==> src/core/pcei_pkg.sv <==
package pcei_pkg;

    // ------------------------------------------------------------------
    // widths and types
    // ------------------------------------------------------------------
    localparam int PE_N = 6;
    localparam int IRQ_N = 2;
    typedef logic [7:0] pcei_addr_t;
    typedef logic [PE_N-1:0] pcei_pe_t;
    typedef logic [IRQ_N-1:0] pcei_irq_t;

    // ------------------------------------------------------------------
    // register byte offsets
    // ------------------------------------------------------------------
    localparam pcei_addr_t OFF_PUD = 8'h00;   // pullup_disable_reg
    localparam pcei_addr_t OFF_PEPU = 8'h04;  // port_e_pullup_enable_reg
    localparam pcei_addr_t OFF_PESEL = 8'h08; // port e function select
    localparam pcei_addr_t OFF_PEDIR = 8'h0c; // port e direction
    localparam pcei_addr_t OFF_PEDO = 8'h10;  // port e data out
    localparam pcei_addr_t OFF_PEDI = 8'h14;  // port e pin level, read only
    localparam pcei_addr_t OFF_IRQCFG = 8'h18; // request sensitivity
    localparam pcei_addr_t OFF_ISTAT = 8'h1c; // interrupt status, read only
    localparam pcei_addr_t OFF_ICLR = 8'h20;  // interrupt clear, write only
    localparam pcei_addr_t OFF_IEN = 8'h24;   // interrupt enable

    // ------------------------------------------------------------------
    // field positions
    // ------------------------------------------------------------------
    localparam int PUD_W = 2;
    localparam int PUD_FBRX = 0;
    localparam int PUD_IRQ = 1;
    localparam int IRQ_A = 0;
    localparam int IRQ_B = 1;

    // ------------------------------------------------------------------
    // reset values
    // ------------------------------------------------------------------
    localparam logic [PUD_W-1:0] PUD_RST = 2'h0;
    localparam pcei_pe_t PEPU_RST = 6'h3f;
    localparam pcei_pe_t PESEL_RST = 6'h00;
    localparam pcei_pe_t PEDIR_RST = 6'h00;
    localparam pcei_pe_t PEDO_RST = 6'h00;
    localparam pcei_irq_t IRQCFG_RST = 2'h0;
    localparam pcei_irq_t IEN_RST = 2'h0;
    localparam pcei_irq_t ISTAT_RST = 2'h0;
    localparam logic SYNC_IDLE = 1'b1;

endpackage : pcei_pkg

==> src/core/pcei_pad_config_ext_irq.sv <==
`timescale 1ns/1ps
`default_nettype none
module pcei_pad_config_ext_irq (
    input wire logic i_clk_sys,
    input wire logic i_srst,
    // apb slave
    input wire logic i_psel,
    input wire logic i_penable,
    input wire logic i_pwrite,
    input wire pcei_pkg::pcei_addr_t i_paddr,
    input wire logic [31:0] i_pwdata,
    output logic [31:0] o_prdata,
    output logic o_pready,
    output logic o_pslverr,
    // fieldbus receive pin
    input wire logic i_fbrx_pin,
    output logic o_fbrx_rx,
    output logic o_fbrx_pullup_en,
    // external interrupt requests
    input wire logic i_low_power,
    input wire logic i_ext_int_req_a,
    input wire logic i_ext_int_req_b,
    output logic o_irq_pullup_en,
    output logic o_ext_wake,
    output logic o_irq,
    // shared timer / port e pins
    input wire pcei_pkg::pcei_pe_t i_port_e_in,
    output pcei_pkg::pcei_pe_t o_port_e_out,
    output pcei_pkg::pcei_pe_t o_port_e_oe,
    output pcei_pkg::pcei_pe_t o_port_e_pullup_en,
    input wire pcei_pkg::pcei_pe_t i_timer_out,
    input wire pcei_pkg::pcei_pe_t i_timer_oe,
    output pcei_pkg::pcei_pe_t o_timer_in
);
    import pcei_pkg::*;

    // ------------------------------------------------------------------
    // registers and wires
    // ------------------------------------------------------------------
    logic [PUD_W-1:0] pullup_disable_reg;
    pcei_pe_t port_e_pullup_enable_reg;
    pcei_pe_t pe_sel;
    pcei_pe_t pe_dir;
    pcei_pe_t pe_dout;
    pcei_irq_t irq_edge;
    pcei_irq_t int_stat;
    pcei_irq_t int_en;
    pcei_irq_t int_clr;
    pcei_irq_t req;
    pcei_irq_t req_pin;
    pcei_pe_t pe_meta;
    pcei_pe_t pe_sync;
    logic fbrx_meta;
    logic fbrx_sync;
    logic apb_setup;
    logic apb_wr;
    logic [31:0] next_prdata;
    logic next_pslverr;

    assign apb_setup = i_psel & ~i_penable;
    assign apb_wr = i_psel & i_penable & i_pwrite;
    assign req_pin = {i_ext_int_req_b, i_ext_int_req_a};

    // ------------------------------------------------------------------
    // apb write side
    // ------------------------------------------------------------------
    // zero wait states, so every access phase completes in its first cycle
    assign o_pready = i_psel & i_penable;

    // pull-up disable bits: all clear, so every pull-up is on after reset
    always_ff @(posedge i_clk_sys) begin
        if (i_srst) begin
            pullup_disable_reg <= PUD_RST;
        end else if (apb_wr && i_paddr == OFF_PUD) begin
            pullup_disable_reg <= i_pwdata[PUD_W-1:0];
        end
    end

    // port e pull-up enables, opposite polarity to the disable register
    always_ff @(posedge i_clk_sys) begin
        if (i_srst) begin
            port_e_pullup_enable_reg <= PEPU_RST;
        end else if (apb_wr && i_paddr == OFF_PEPU) begin
            port_e_pullup_enable_reg <= i_pwdata[PE_N-1:0];
        end
    end

    // pin function, direction and output data
    always_ff @(posedge i_clk_sys) begin
        if (i_srst) begin
            pe_sel <= PESEL_RST;
            pe_dir <= PEDIR_RST;
            pe_dout <= PEDO_RST;
        end else if (apb_wr) begin
            if (i_paddr == OFF_PESEL) begin
                pe_sel <= i_pwdata[PE_N-1:0];
            end
            if (i_paddr == OFF_PEDIR) begin
                pe_dir <= i_pwdata[PE_N-1:0];
            end
            if (i_paddr == OFF_PEDO) begin
                pe_dout <= i_pwdata[PE_N-1:0];
            end
        end
    end

    // request sensitivity and interrupt enables
    always_ff @(posedge i_clk_sys) begin
        if (i_srst) begin
            irq_edge <= IRQCFG_RST;
            int_en <= IEN_RST;
        end else if (apb_wr) begin
            if (i_paddr == OFF_IRQCFG) begin
                irq_edge <= i_pwdata[IRQ_N-1:0];
            end
            if (i_paddr == OFF_IEN) begin
                int_en <= i_pwdata[IRQ_N-1:0];
            end
        end
    end

    // write-one-to-clear strobe, lasts the access cycle only
    assign int_clr = (apb_wr && i_paddr == OFF_ICLR) ? i_pwdata[IRQ_N-1:0] : '0;

    // ------------------------------------------------------------------
    // apb read side
    // ------------------------------------------------------------------
    // data is fetched in the setup cycle so it comes from a flip-flop;
    // status read therefore shows the value one cycle before the access
    always_comb begin
        next_prdata = '0;
        next_pslverr = 1'b0;
        unique case (i_paddr)
            OFF_PUD: next_prdata[PUD_W-1:0] = pullup_disable_reg;
            OFF_PEPU: next_prdata[PE_N-1:0] = port_e_pullup_enable_reg;
            OFF_PESEL: next_prdata[PE_N-1:0] = pe_sel;
            OFF_PEDIR: next_prdata[PE_N-1:0] = pe_dir;
            OFF_PEDO: next_prdata[PE_N-1:0] = pe_dout;
            OFF_PEDI: next_prdata[PE_N-1:0] = pe_sync;
            OFF_IRQCFG: next_prdata[IRQ_N-1:0] = irq_edge;
            OFF_ISTAT: next_prdata[IRQ_N-1:0] = int_stat;
            OFF_ICLR: next_prdata = '0;
            OFF_IEN: next_prdata[IRQ_N-1:0] = int_en;
            default: next_pslverr = 1'b1;
        endcase
    end

    always_ff @(posedge i_clk_sys) begin
        if (i_srst) begin
            o_prdata <= '0;
            o_pslverr <= 1'b0;
        end else if (apb_setup) begin
            o_prdata <= i_pwrite ? 32'h0000_0000 : next_prdata;
            o_pslverr <= next_pslverr;
        end
    end

    // ------------------------------------------------------------------
    // pull-up controls
    // ------------------------------------------------------------------
    assign o_fbrx_pullup_en = ~pullup_disable_reg[PUD_FBRX];
    assign o_irq_pullup_en = ~pullup_disable_reg[PUD_IRQ];
    assign o_port_e_pullup_en = port_e_pullup_enable_reg;

    // ------------------------------------------------------------------
    // pin input synchronisers
    // ------------------------------------------------------------------
    // fieldbus receive goes to its controller synchronised
    always_ff @(posedge i_clk_sys) begin
        if (i_srst) begin
            fbrx_meta <= SYNC_IDLE;
            fbrx_sync <= SYNC_IDLE;
        end else begin
            fbrx_meta <= i_fbrx_pin;
            fbrx_sync <= fbrx_meta;
        end
    end
    assign o_fbrx_rx = fbrx_sync;

    // one synchroniser per shared pin; timer and gpio read the same copy
    genvar gp;
    generate
        for (gp = 0; gp < PE_N; gp++) begin : g_pe_sync
            always_ff @(posedge i_clk_sys) begin
                if (i_srst) begin
                    pe_meta[gp] <= 1'b0;
                    pe_sync[gp] <= 1'b0;
                end else begin
                    pe_meta[gp] <= i_port_e_in[gp];
                    pe_sync[gp] <= pe_meta[gp];
                end
            end
        end
    endgenerate
    assign o_timer_in = pe_sync;

    // ------------------------------------------------------------------
    // shared pin routing
    // ------------------------------------------------------------------
    // select bit low hands the pad to the timer channel, high to gpio
    genvar gm;
    generate
        for (gm = 0; gm < PE_N; gm++) begin : g_pe_mux
            assign o_port_e_out[gm] = pe_sel[gm] ? pe_dout[gm] : i_timer_out[gm];
            assign o_port_e_oe[gm] = pe_sel[gm] ? pe_dir[gm] : i_timer_oe[gm];
        end
    endgenerate

    // ------------------------------------------------------------------
    // external interrupt request conditioning
    // ------------------------------------------------------------------
    // the outside device pulls the line low to ask, see the request mode
    genvar gi;
    generate
        for (gi = 0; gi < IRQ_N; gi++) begin : g_irq
            pcei_irq_cond u_cond (
                .i_clk_sys(i_clk_sys),
                .i_srst(i_srst),
                .i_pin(req_pin[gi]),
                .i_edge_mode(irq_edge[gi]),
                .o_req(req[gi])
            );
        end
    endgenerate

    // sticky status, a new request beats a clear in the same cycle
    always_ff @(posedge i_clk_sys) begin
        if (i_srst) begin
            int_stat <= ISTAT_RST;
        end else begin
            int_stat <= (int_stat & ~int_clr) | req;
        end
    end

    assign o_irq = |(int_stat & int_en);

    // stop and wait may halt the clock, so wake comes straight from the pins;
    // this path is deliberately unsynchronised and unfiltered
    assign o_ext_wake = i_low_power & |(int_en & ~req_pin);
endmodule : pcei_pad_config_ext_irq
`default_nettype wire

==> src/core/pcei_irq_cond.sv <==
`timescale 1ns/1ps
`default_nettype none
module pcei_irq_cond (
    input wire logic i_clk_sys,
    input wire logic i_srst,
    input wire logic i_pin,
    input wire logic i_edge_mode,
    output logic o_req
);
    import pcei_pkg::*;

    logic meta;
    logic sync;
    logic prev;

    // ------------------------------------------------------------------
    // two-stage synchroniser plus history stage
    // ------------------------------------------------------------------
    // idle level is high so a released line never looks like a request
    always_ff @(posedge i_clk_sys) begin
        if (i_srst) begin
            meta <= SYNC_IDLE;
            sync <= SYNC_IDLE;
            prev <= SYNC_IDLE;
        end else begin
            meta <= i_pin;
            sync <= meta;
            prev <= sync;
        end
    end

    // level mode asks while low, edge mode only on the high-to-low step
    assign o_req = i_edge_mode ? (prev & ~sync) : ~sync;
endmodule : pcei_irq_cond
`default_nettype wire

==> config.mk <==
export PLATFORM = sky130hd
export DESIGN_NAME = pcei_pad_config_ext_irq
export DESIGN_NICKNAME = d
export VERILOG_FILES = /design/src/core/pcei_pkg.sv /design/src/core/pcei_pad_config_ext_irq.sv /design/src/core/pcei_irq_cond.sv
export SDC_FILE = /design/constraint.sdc
export NUM_CORES = 1
export LEC_CHECK = 0
export ABC_AREA = 1
export BUFFER_PORTS_ARGS = -buffer_cell sky130_fd_sc_hd__buf_2
export CORE_MARGIN = 5
export CORE_UTILIZATION = 38
export CTS_CLUSTER_SIZE = 20
export DETAILED_ROUTE_END_ITERATION = 10
export GPL_ROUTABILITY_DRIVEN = 0
export PLACE_DENSITY_LB_ADDON = 0.1
export SYNTH_ARGS = -nofsm -noshare
export SYNTH_HDL_FRONTEND = slang
export SYNTH_SLANG_ARGS = --single-unit
==> constraint.sdc <==
create_clock -name i_clk_sys -period 1.89 [get_ports i_clk_sys]
set_clock_uncertainty 0.2 [all_clocks]
set_input_delay 0.4725 -clock i_clk_sys [delete_from_list [all_inputs] [get_ports i_clk_sys]]
set_output_delay 0.4725 -clock i_clk_sys [all_outputs]
set_load 0.01 [all_outputs]
After elaboration in Yosys (flattened, before gate mapping)
Cells that the tools add are included.
- bitwise operators: 17
- eq/ne operators: 9
- mux-type cells: 19
- reductions and logical operators: 12
- operators by type and width (operator ; count):
    8-bit by 5-bit equality test with 1-bit output, second input constant ; 4
    4-bit one-hot mux with 5 select lines ; 1
    2-bit one-hot mux with 9 select lines ; 1
    8-bit by 4-bit equality test with 1-bit output, second input constant ; 2
    8-bit by 6-bit equality test with 1-bit output, second input constant ; 2
    1-bit two-way mux ; 15
    2-bit AND reduction ; 5
    10-bit OR reduction ; 1
    8-bit by 3-bit equality test with 1-bit output, second input constant ; 1
    8-bit zero test ; 1
    1-bit AND ; 6
    2-bit AND ; 3
    6-bit two-way mux ; 1
    1-bit NOT ; 5
    2-bit NOT ; 2
    2-bit OR reduction ; 2
    1-bit logical AND ; 3
    2-bit two-way mux ; 1
    2-bit OR ; 1
- output and inout bits: 63
- register bits after elaboration: 85
- logic and storage cells: 87
- input port bits: 67

Longest topological paths before layout
Gate-level depths: netlist (run 1).
- depth in word-level cells: 7
- depth in mapped cells: 9
- mapped depth without buffers: 9

By module
From an unflattened synthesis (run 1), not the netlist that was laid out.
- cells, all modules: 391
- area total of the unflattened synthesis: 2901.5 µm²
- by module, submodules not included (module ; cells each ; area each (µm²) ; times used):
    pcei_pad_config_ext_irq ; 375 ; 2726.4 ; 1
    pcei_irq_cond ; 8 ; 87.6 ; 2

Least setup slack after synthesis (run 1)
No wires, ideal clock.
- kind: input to register
- start point: input i_paddr[0]
- end point: register pe_sel[4]
- library setup time: 121 ps
- cell stages on the path: 8
- data arrival time: 1239 ps
- slack: 330 ps
- required time: 1569 ps
- cell sequence: inv_1 -> nand2_4 -> nor2_4 -> nand2_4 -> nor2_4 -> inv_2 -> o21ai_0 -> a21oi_1
- longest elaborated chain between the ends: 2
- RTL lines (item ; RTL line ; source):
    start, declared ; pcei_pad_config_ext_irq.sv:10 ; input wire pcei_pkg::pcei_addr_t i_paddr,
    8-bit by 4-bit equality test with 1-bit output ; pcei_pad_config_ext_irq.sv:95 ; if (i_paddr == OFF_PESEL) begin
    2-bit AND reduction (no line) ; -- ;
    end signal, assigned ; pcei_pad_config_ext_irq.sv:96 ; pe_sel <= i_pwdata[PE_N-1:0];
    end, declared ; pcei_pad_config_ext_irq.sv:42 ; pcei_pe_t pe_sel;
No other way between the ends.
A chain may end at the register's enable or synchronous reset.

Worst setup path in the final report (run 1)
- start point: register pe_sel[0]
- end point: output o_port_e_out[0]
- longest elaborated chain between the ends: 1
- RTL lines (item ; RTL line ; source):
    1-bit two-way mux ; pcei_pad_config_ext_irq.sv:204 ; assign o_port_e_out[gm] = pe_sel[gm] ? pe_dout[gm] : i_timer_out[gm];
    end, declared ; pcei_pad_config_ext_irq.sv:28 ; output pcei_pkg::pcei_pe_t o_port_e_out,
No other way between the ends.

==> impl_metrics.ini, run 1 <==
[clocking]
cts_tree = built
clk_path_buf_depth = 2
cts_buffers = 9
htreeDepth = 3
clk_pin_slew_worst_paths_ns = 0.07
clk_latency_ns = 0.34
numClockSinks = 59
hold_buffers = 0
clock-root-buffer = clkbuf_8

[floorplan]
die_area_um2 = 9460
fp.dieH_um = 97.3
start_util = 0.395
core_area_um2 = 7330
row_count = 31
num_io_pins = 130
die_width_um = 97.3

[setup_path]
reg2reg_slack_ns = 0.73
ff2ff_path_depth = 6
required_ns = 1.22
crit_chain = mux2_2, buf_6
rr_startpoint = int_stat[1]$_SDFF_PP0_
timing.rr.end = o_prdata[1]$_SDFFE_PP0P_
slowest_delay_ns = 0.37
slowest_stage = dfxtp_4
crit_path_max_fanout = 4
end_kind = primary output
startpoint_type = flop
critPathKind = reg2out
worstPathArrival_ns = 1.18

[layout]
nNetsFinal = 553
stdcell_area_um2 = 3580
syn_to_final_growth_pct = 23.5
final_layout_size_suffix_gt1_frac = 0.314
final_common_cell = buf_2
fill_cells = 775
final_core_util = 0.488
diodes = 0
mostFrequentLayoutCells = buf_2, nand2_1, dfxtp_1

[place]
io_buffers = 77
placed_cell_area_um2 = 3360
hpwl_mm = 5.61

[global_route]
grt_max_degree = 34
grt_pass1_vias = 2404
antenna_found_initial = 0
gr-total-overflow = 0
grt_util_all_layers = 0.154
grt_pass1_wl_mm = 11.7

[route]
post_drt_wl_per_cell_um = 12.3
drt-total-wl_mm = 7.27
drtAntennaViolNets = 0
drtPass1Iterations = 4
drc = 0
vias_per_cell = 4.45
vias = 2626
drt_iter0_markers = 119

[sta]
rsz0062_at_grt = yes
report.final.setup_viol = 0
slew_viol_final = 0
finalCriticalPeriod_ns = 1.85
setup_tns_ns = 0
period_share = 0.978
final_hold_viol_count = 0
clock.fmax_mhz = 541
hold_slack_ns = 0.107

[synthesis]
ys_types = 31
synth_top_cell_by_area = dfxtp_1
syn_inst = 394
ys_seq_area_frac = 0.408
ys_ff_latch = 59
synth_warnings = 0
avgSynthCellArea_um2 = 7.35
yosys-top-cells-area = dfxtp_1, nand2_1, buf_4, nor2_1, o21ai_0
yosysTopAreaCellShare = 0.408
syn-cell-area_um2 = 2900

[power]
leakagePower_uw = 0.00175
ir_worst_vdd_mv = 0.526
power.total_uw = 2560
power.density_nw_per_um2 = 715

[worst_hold_path]
worstHoldStart = i_fbrx_pin
hold_path_end = fbrx_meta$_SDFF_PP1_
min_delay_path_depth = 2
hold_class = in2reg

[run]
cap_violations = 0

[run_status]
outcome = finished, final reports clean
per-stage QoR:
stage / cells / setup WS [ns]
after floorplan: 419 / 0.330
after global placement: 574 / 0.0352
after detailed placement: 574 / 0.0144
after CTS: 590 / 0.0101
after global routing: 590 / -0.00651
final: 590 / 0.0414
power by group:
group	switching (uW)	total, uW	internal (uW)
logic	148	235	87.2
clock network	530	1050	518
registers	8.46	1270	1260
total	686	2560	1870
logic make-up after synthesis:
logic type	count (synthesis)	synth area share
simple gates	172	0.294
buf+inv	87	0.149
compound gates	72	0.136
flops	59	0.408
mux	3	0.0117
other cells	1	0.00130
Yosys cell counts (all sizes together):
| cell | count |
|---|---|
| buf | 26 |
| nand2 | 71 |
| conb | 1 |
| clkbuf | 6 |
| nand4 | 1 |
| a21oi | 22 |
| inv | 55 |
| o22ai | 1 |
| a22o | 1 |
| nor3 | 1 |
| and2 | 1 |
| o211ai | 6 |
| nor2 | 61 |
| mux2 | 3 |
| nand3 | 29 |
| o21ai | 42 |
| or2 | 8 |
| dfxtp | 59 |
critical path, delay by kind of cell, from the launching register on:
kind	cells	cell delay, ns
buffers and inverters	1	0.12
DFF	1	0.37
muxes	1	0.34
how the worst max path moves through the flow:
stage	from	to	slack [ns]	depth (start not counted)
finish	pe_sel[0]$_SDFFE_PP0P_	o_port_e_out[0]	0.04	2
global route	int_en[0]$_SDFFE_PP0P_	o_ext_wake	-0.007	4
floorplan	i_paddr[0]	pe_sel[4]$_SDFFE_PP0P_	0.33	8
CTS	pe_sel[1]$_SDFFE_PP0P_	o_port_e_out[1]	0.01	2
global placement	i_paddr[1]	o_prdata[2]$_SDFFE_PP0P_	0.04	9
detailed placement	i_paddr[1]	o_prdata[2]$_SDFFE_PP0P_	0.01	9
cell type report:
type                    count  area (um^2)  area share
inverters                  55          214      0.0598
flip-flops and latches     59         1190       0.333
multi-input cells         273         1380       0.386
well taps                  99          124      0.0346
clock inverters             6         48.8      0.0136
clock buffers              10          138      0.0385
repair buffers             88          480       0.134
per-layer routing:
metal | up-vias | wire length [um] | global-route usage
li1 | 1384 | - | -
met1 | 1141 | 3400 | 0.204
met2 | 95 | 3200 | 0.233
met3 | 6 | 611 | 0.0617
met4 | 0 | 61 | 0.0415
met5 | - | 0 | 0
timing repair:
action,in CTS,in global routing
setup buffers,0,0
setup endpoints to repair,3,4
resized for setup,2,7
No activity file was read; power rests on OpenSTA's default activity.
==> inputs of run 2 (changes only) <==
--- a/config.mk
+++ b/config.mk
@@ -9,9 +9,11 @@
 export BUFFER_PORTS_ARGS = -buffer_cell sky130_fd_sc_hd__buf_2
 export CORE_MARGIN = 5
 export CORE_UTILIZATION = 38
+export CTS_BUF_LIST = sky130_fd_sc_hd__clkbuf_8
 export CTS_CLUSTER_SIZE = 20
 export DETAILED_ROUTE_END_ITERATION = 10
 export GPL_ROUTABILITY_DRIVEN = 0
+export MAX_ROUTING_LAYER = met4
 export PLACE_DENSITY_LB_ADDON = 0.1
 export SYNTH_ARGS = -nofsm -noshare
 export SYNTH_HDL_FRONTEND = slang
==> impl_metrics.ini, run 2 (synthesis gave the netlist of run 1 again) <==
[run_status]
outcome = finished, final reports clean

[clocking]
clk_pin_slew_worst_paths_ns = 0.07
cts_buffers = 9
numClockSinks = 59
clock-root-buffer = clkbuf_8
htreeDepth = 3
cts_tree = built
hold_buffers = 0
clk_path_buf_depth = 2
clk_latency_ns = 0.34

[sta]
setup_tns_ns = 0
period_share = 0.978
finalCriticalPeriod_ns = 1.85
rsz0062_at_grt = yes
final_hold_viol_count = 0
slew_viol_final = 0
clock.fmax_mhz = 541
report.final.setup_viol = 0

[power]
power.density_nw_per_um2 = 715
power.share.switching = 0.269
leakagePower_uw = 0.00175
intPower_uw = 1870
p_seq_frac = 0.498
combPwrFrac = 0.092
pwr-share-clk = 0.410
p_sw_uw = 686
ir_worst_vdd_mv = 0.526

[global_route]
grt_pass1_vias = 2401
grt_max_degree = 34
grt_util_all_layers = 0.158
antenna_found_initial = 0
gr-total-overflow = 0
grt_pass1_wl_mm = 11.7

[route]
drtAntennaViolNets = 0
drt-total-wl_mm = 7.28
drc = 0
drt_iter0_markers = 138
vias_per_cell = 4.44
vias = 2621
post_drt_wl_per_cell_um = 12.3
drtPass1Iterations = 4

[floorplan]
num_io_pins = 130
fp.dieH_um = 97.3
die_area_um2 = 9460
row_count = 31
die_width_um = 97.3
start_util = 0.395
core_area_um2 = 7330

[layout]
diodes = 0
mostFrequentLayoutCells = buf_2, nand2_1, dfxtp_1
multiInputGateArea_um2 = 1380
seqCellArea_um2 = 1190
final-instance-count-excl-fill = 590
fill_cells = 775
syn_to_final_growth_pct = 23.5
nNetsFinal = 553
final_layout_size_suffix_gt1_frac = 0.314
final_common_cell = buf_2

[place]
io_buffers = 77
dpl.cell_count = 574
hpwl_mm = 5.61

[setup_path]
end_kind = primary output
worstPathArrival_ns = 1.18
required_ns = 1.22
ff2ff_path_depth = 6
startpoint_type = flop
critPathKind = reg2out
crit_path_max_fanout = 4

[run]
cap_violations = 0

[worst_hold_path]
min_delay_path_depth = 2
hold_class = in2reg
[run 2: cell counts in the layout (fill, tap and decap cells not counted)]
Identical to the previous run, type by type.
[run 2: final timing paths]
| check | from | to | slack (ns) |
|---|---|---|---|
| worst max-delay path | pe_sel[0]$_SDFFE_PP0P_ | o_port_e_out[0] | 0.04 |
| worst min-delay path | i_fbrx_pin | fbrx_meta$_SDFF_PP1_ | 0.11 |
| worst min register to register | pe_meta[5]$_SDFF_PP0_ | o_timer_in[5]$_SDFF_PP0_ | 0.20 |
| worst max register to register | int_stat[1]$_SDFF_PP0_ | o_prdata[1]$_SDFFE_PP0P_ | 0.73 |
[run 2: critical path: stages (launching register included)]
cell and delay (ns):
dfxtp_4 0.37, mux2_2 0.34, buf_6 0.12
[run 2: final cells by class]
| cell class | instances | area share |
|---|---|---|
| repair buffers | 88 | 0.134 |
| clock buffers | 10 | 0.0385 |
| inverters | 55 | 0.0598 |
| flip-flops and latches | 59 | 0.333 |
| clock inverters | 6 | 0.0136 |
| multi-input cells | 273 | 0.386 |
| well taps | 99 | 0.0346 |
[run 2: timing repair]
action | CTS | global route
setup endpoints to repair | 3 | 4
setup buffers | 0 | 0
resized for setup | 2 | 7
[run 2: per-stage QoR]
| stage | total power, uW | setup WS (ns) | hold WS, ns | cell area [um^2] | utilization |
|---|---|---|---|---|---|
| 2_1_floorplan | 1470 | 0.330 | 0.188 | 2990 | - |
| 3_3_place_gp | 1530 | 0.0352 | 0.188 | 3360 | 0.459 |
| 3_5_place_dp | 1540 | 0.0144 | 0.193 | 3360 | 0.459 |
| 4_1_cts | 2600 | 0.0101 | 0.0864 | 3550 | 0.485 |
| 5_1_grt | 2680 | -0.00652 | 0.0865 | 3580 | 0.488 |
| 6_report | 2560 | 0.0412 | 0.107 | 3580 | 0.488 |
[run 2: power by group through the flow]
stage | registers, uW | clock network (uW) | logic [uW]
detailed placement | 1300 | 0 | 232
floorplan | 1310 | 0 | 167
global placement | 1300 | 0 | 228
CTS | 1270 | 1090 | 233
finish | 1270 | 1050 | 235
global route | 1270 | 1140 | 262
[run 2: metal layers]
layer / wire length [um] / track usage / up-vias
met4: 61 / 0.0415 / 0
met2: 3200 / 0.232 / 91
met5: 0 / - / -
met1: 3450 / 0.206 / 1141
met3: 567 / 0.0589 / 6
li1: - / - / 1383
==> inputs of run 3 (changes only) <==
--- a/config.mk
+++ b/config.mk
@@ -7,9 +7,8 @@
 export LEC_CHECK = 0
 export ABC_AREA = 1
 export BUFFER_PORTS_ARGS = -buffer_cell sky130_fd_sc_hd__buf_2
-export CORE_MARGIN = 5
+export CORE_MARGIN = 2
 export CORE_UTILIZATION = 38
-export CTS_BUF_LIST = sky130_fd_sc_hd__clkbuf_8
 export CTS_CLUSTER_SIZE = 20
 export DETAILED_ROUTE_END_ITERATION = 10
 export GPL_ROUTABILITY_DRIVEN = 0
==> constraint.sdc (replaced) <==
create_clock -name i_clk_sys -period 1.89 [get_ports i_clk_sys]
set_clock_uncertainty 0.2 [all_clocks]
set_input_delay 0.189 -clock i_clk_sys [delete_from_list [all_inputs] [get_ports i_clk_sys]]
set_output_delay 0.189 -clock i_clk_sys [all_outputs]
set_load 0.01 [all_outputs]
==> impl_metrics.ini, run 3 (synthesis gave the netlist of run 1 again) <==
[clocking]
numClockSinks = 59
post_cts_buffers = 0
htreeDepth = 3
clk_pin_slew_worst_paths_ns = 0.06
clock-root-buffer = clkbuf_8
cts_tree = built
clk_latency_ns = 0.34
clk_path_buf_depth = 2
cts_buffers = 9

[setup_path]
crit_start = i_pwrite
worstPathArrival_ns = 1.77
end_kind = flop
rr_startpoint = pe_sel[0]$_SDFFE_PP0P_
critPathKind = in2reg
startpoint_type = input port
required_ns = 1.91
crit_path_max_fanout = 9

[floorplan]
row_count = 31
die_width_um = 91.3
num_io_pins = 130
fp.dieH_um = 91.3
start_util = 0.395
die_area_um2 = 8330
core_area_um2 = 7330

[sta]
rsz0062_at_grt = no
setup_tns_ns = 0
final_hold_viol_count = 0
fin_ws_ns = 0.141
slew_viol_final = 0
period_share = 0.925
clock.fmax_mhz = 572
finalCriticalPeriod_ns = 1.75
report.final.setup_viol = 0

[global_route]
gr-total-overflow = 0
antenna_found_initial = 0
grt_pass1_vias = 2507
grt_pass1_wl_mm = 11.9
grt_max_degree = 34
grt_util_all_layers = 0.188

[place]
hpwl_mm = 5.31
dpl.cell_count = 567
io_buffers = 77
dp_slack_ns = 0.238

[power]
power.density_nw_per_um2 = 741
leakagePower_uw = 0.00177
power.total_uw = 2730
ir_worst_vdd_mv = 0.534

[run_status]
outcome = finished, final reports clean

[route]
drt_iter0_markers = 124
drc = 0
drtPass1Iterations = 4
drt-total-wl_mm = 7.15
vias = 2684
drtAntennaViolNets = 0
post_drt_wl_per_cell_um = 11.9
vias_per_cell = 4.49

[layout]
mostFrequentLayoutCells = buf_2, nand2_1, dfxtp_1
final-instance-count-excl-fill = 598
final_common_cell = buf_2
syn_to_final_growth_pct = 27.1
nNetsFinal = 561
diodes = 0
final_layout_size_suffix_gt1_frac = 0.287

[run]
cap_violations = 0

[worst_hold_path]
worstHoldStart = i_pwdata[1]
hold_class = in2reg
-- run 3: changes by cell type in the layout (fill, tap and decap cells not counted), moves of 2 or more --
cell           change
buf_2              +2
dfxtp_1            +4
dfxtp_4            -2
buf_4              -7
buf_6              -2
dfxtp_2            -2
dlygate4sd3_1     +15
-- run 3: routing by layer --
metal	wire, um	global-route usage	up-vias
met4	59	0.0417	0
met2	3210	0.290	90
li1	-	-	1404
met1	3480	0.246	1186
met3	390	0.0515	4
met5	0	-	-
-- run 3: critical path: stages --
cell and delay, ns:
dlygate4sd3_1 0.52, buf_2 0.12, inv_1 0.09, nor2_4 0.20
inv_2 0.14, nor2_4 0.17, inv_2 0.12, o21ai_0 0.16
a21oi_1 0.06
-- run 3: worst paths after layout --
check / end / slack [ns] / cells past startpoint
setup reg to reg: o_prdata[0]$_SDFFE_PP0P_ / 0.71 / 6
setup / recovery: pe_dir[1]$_SDFFE_PP0P_ / 0.14 / 9
hold reg to reg: o_timer_in[0]$_SDFF_PP0_ / 0.20 / 2
hold / removal: pe_dout[1]$_SDFFE_PP0P_ / 0.04 / 3
-- run 3: final cells by class --
type,instances,area (um^2)
clock buffers,11,151
clock inverters,5,61.3
repair buffers,96,566
well taps,99,124
flip-flops and latches,59,1180
fillers,767,3650
multi-input cells,273,1380
inverters,55,214
-- run 3: where the power goes --
part           switching, uW  internal, uW
clock network            515           682
logic                    151           103
registers               8.91          1270
total                    675          2050
-- run 3: per-stage QoR --
step / util / hold slack (ns) / cell area, um^2
after floorplan: - / 0.0928 / 2990
after global placement: 0.452 / 0.174 / 3310
after detailed placement: 0.452 / 0.175 / 3310
after CTS: 0.501 / 0.0168 / 3670
after global routing: 0.502 / 0.0413 / 3680
final: 0.502 / 0.0375 / 3680
-- run 3: repair_timing --
| item | CTS | global route |
|---|---|---|
| endpoints found under the setup margin | 0 | 12 |
| gates resized for setup | 0 | 1 |
| hold buffers | 15 | 0 |
| endpoints found under the hold margin | 28 | 0 |
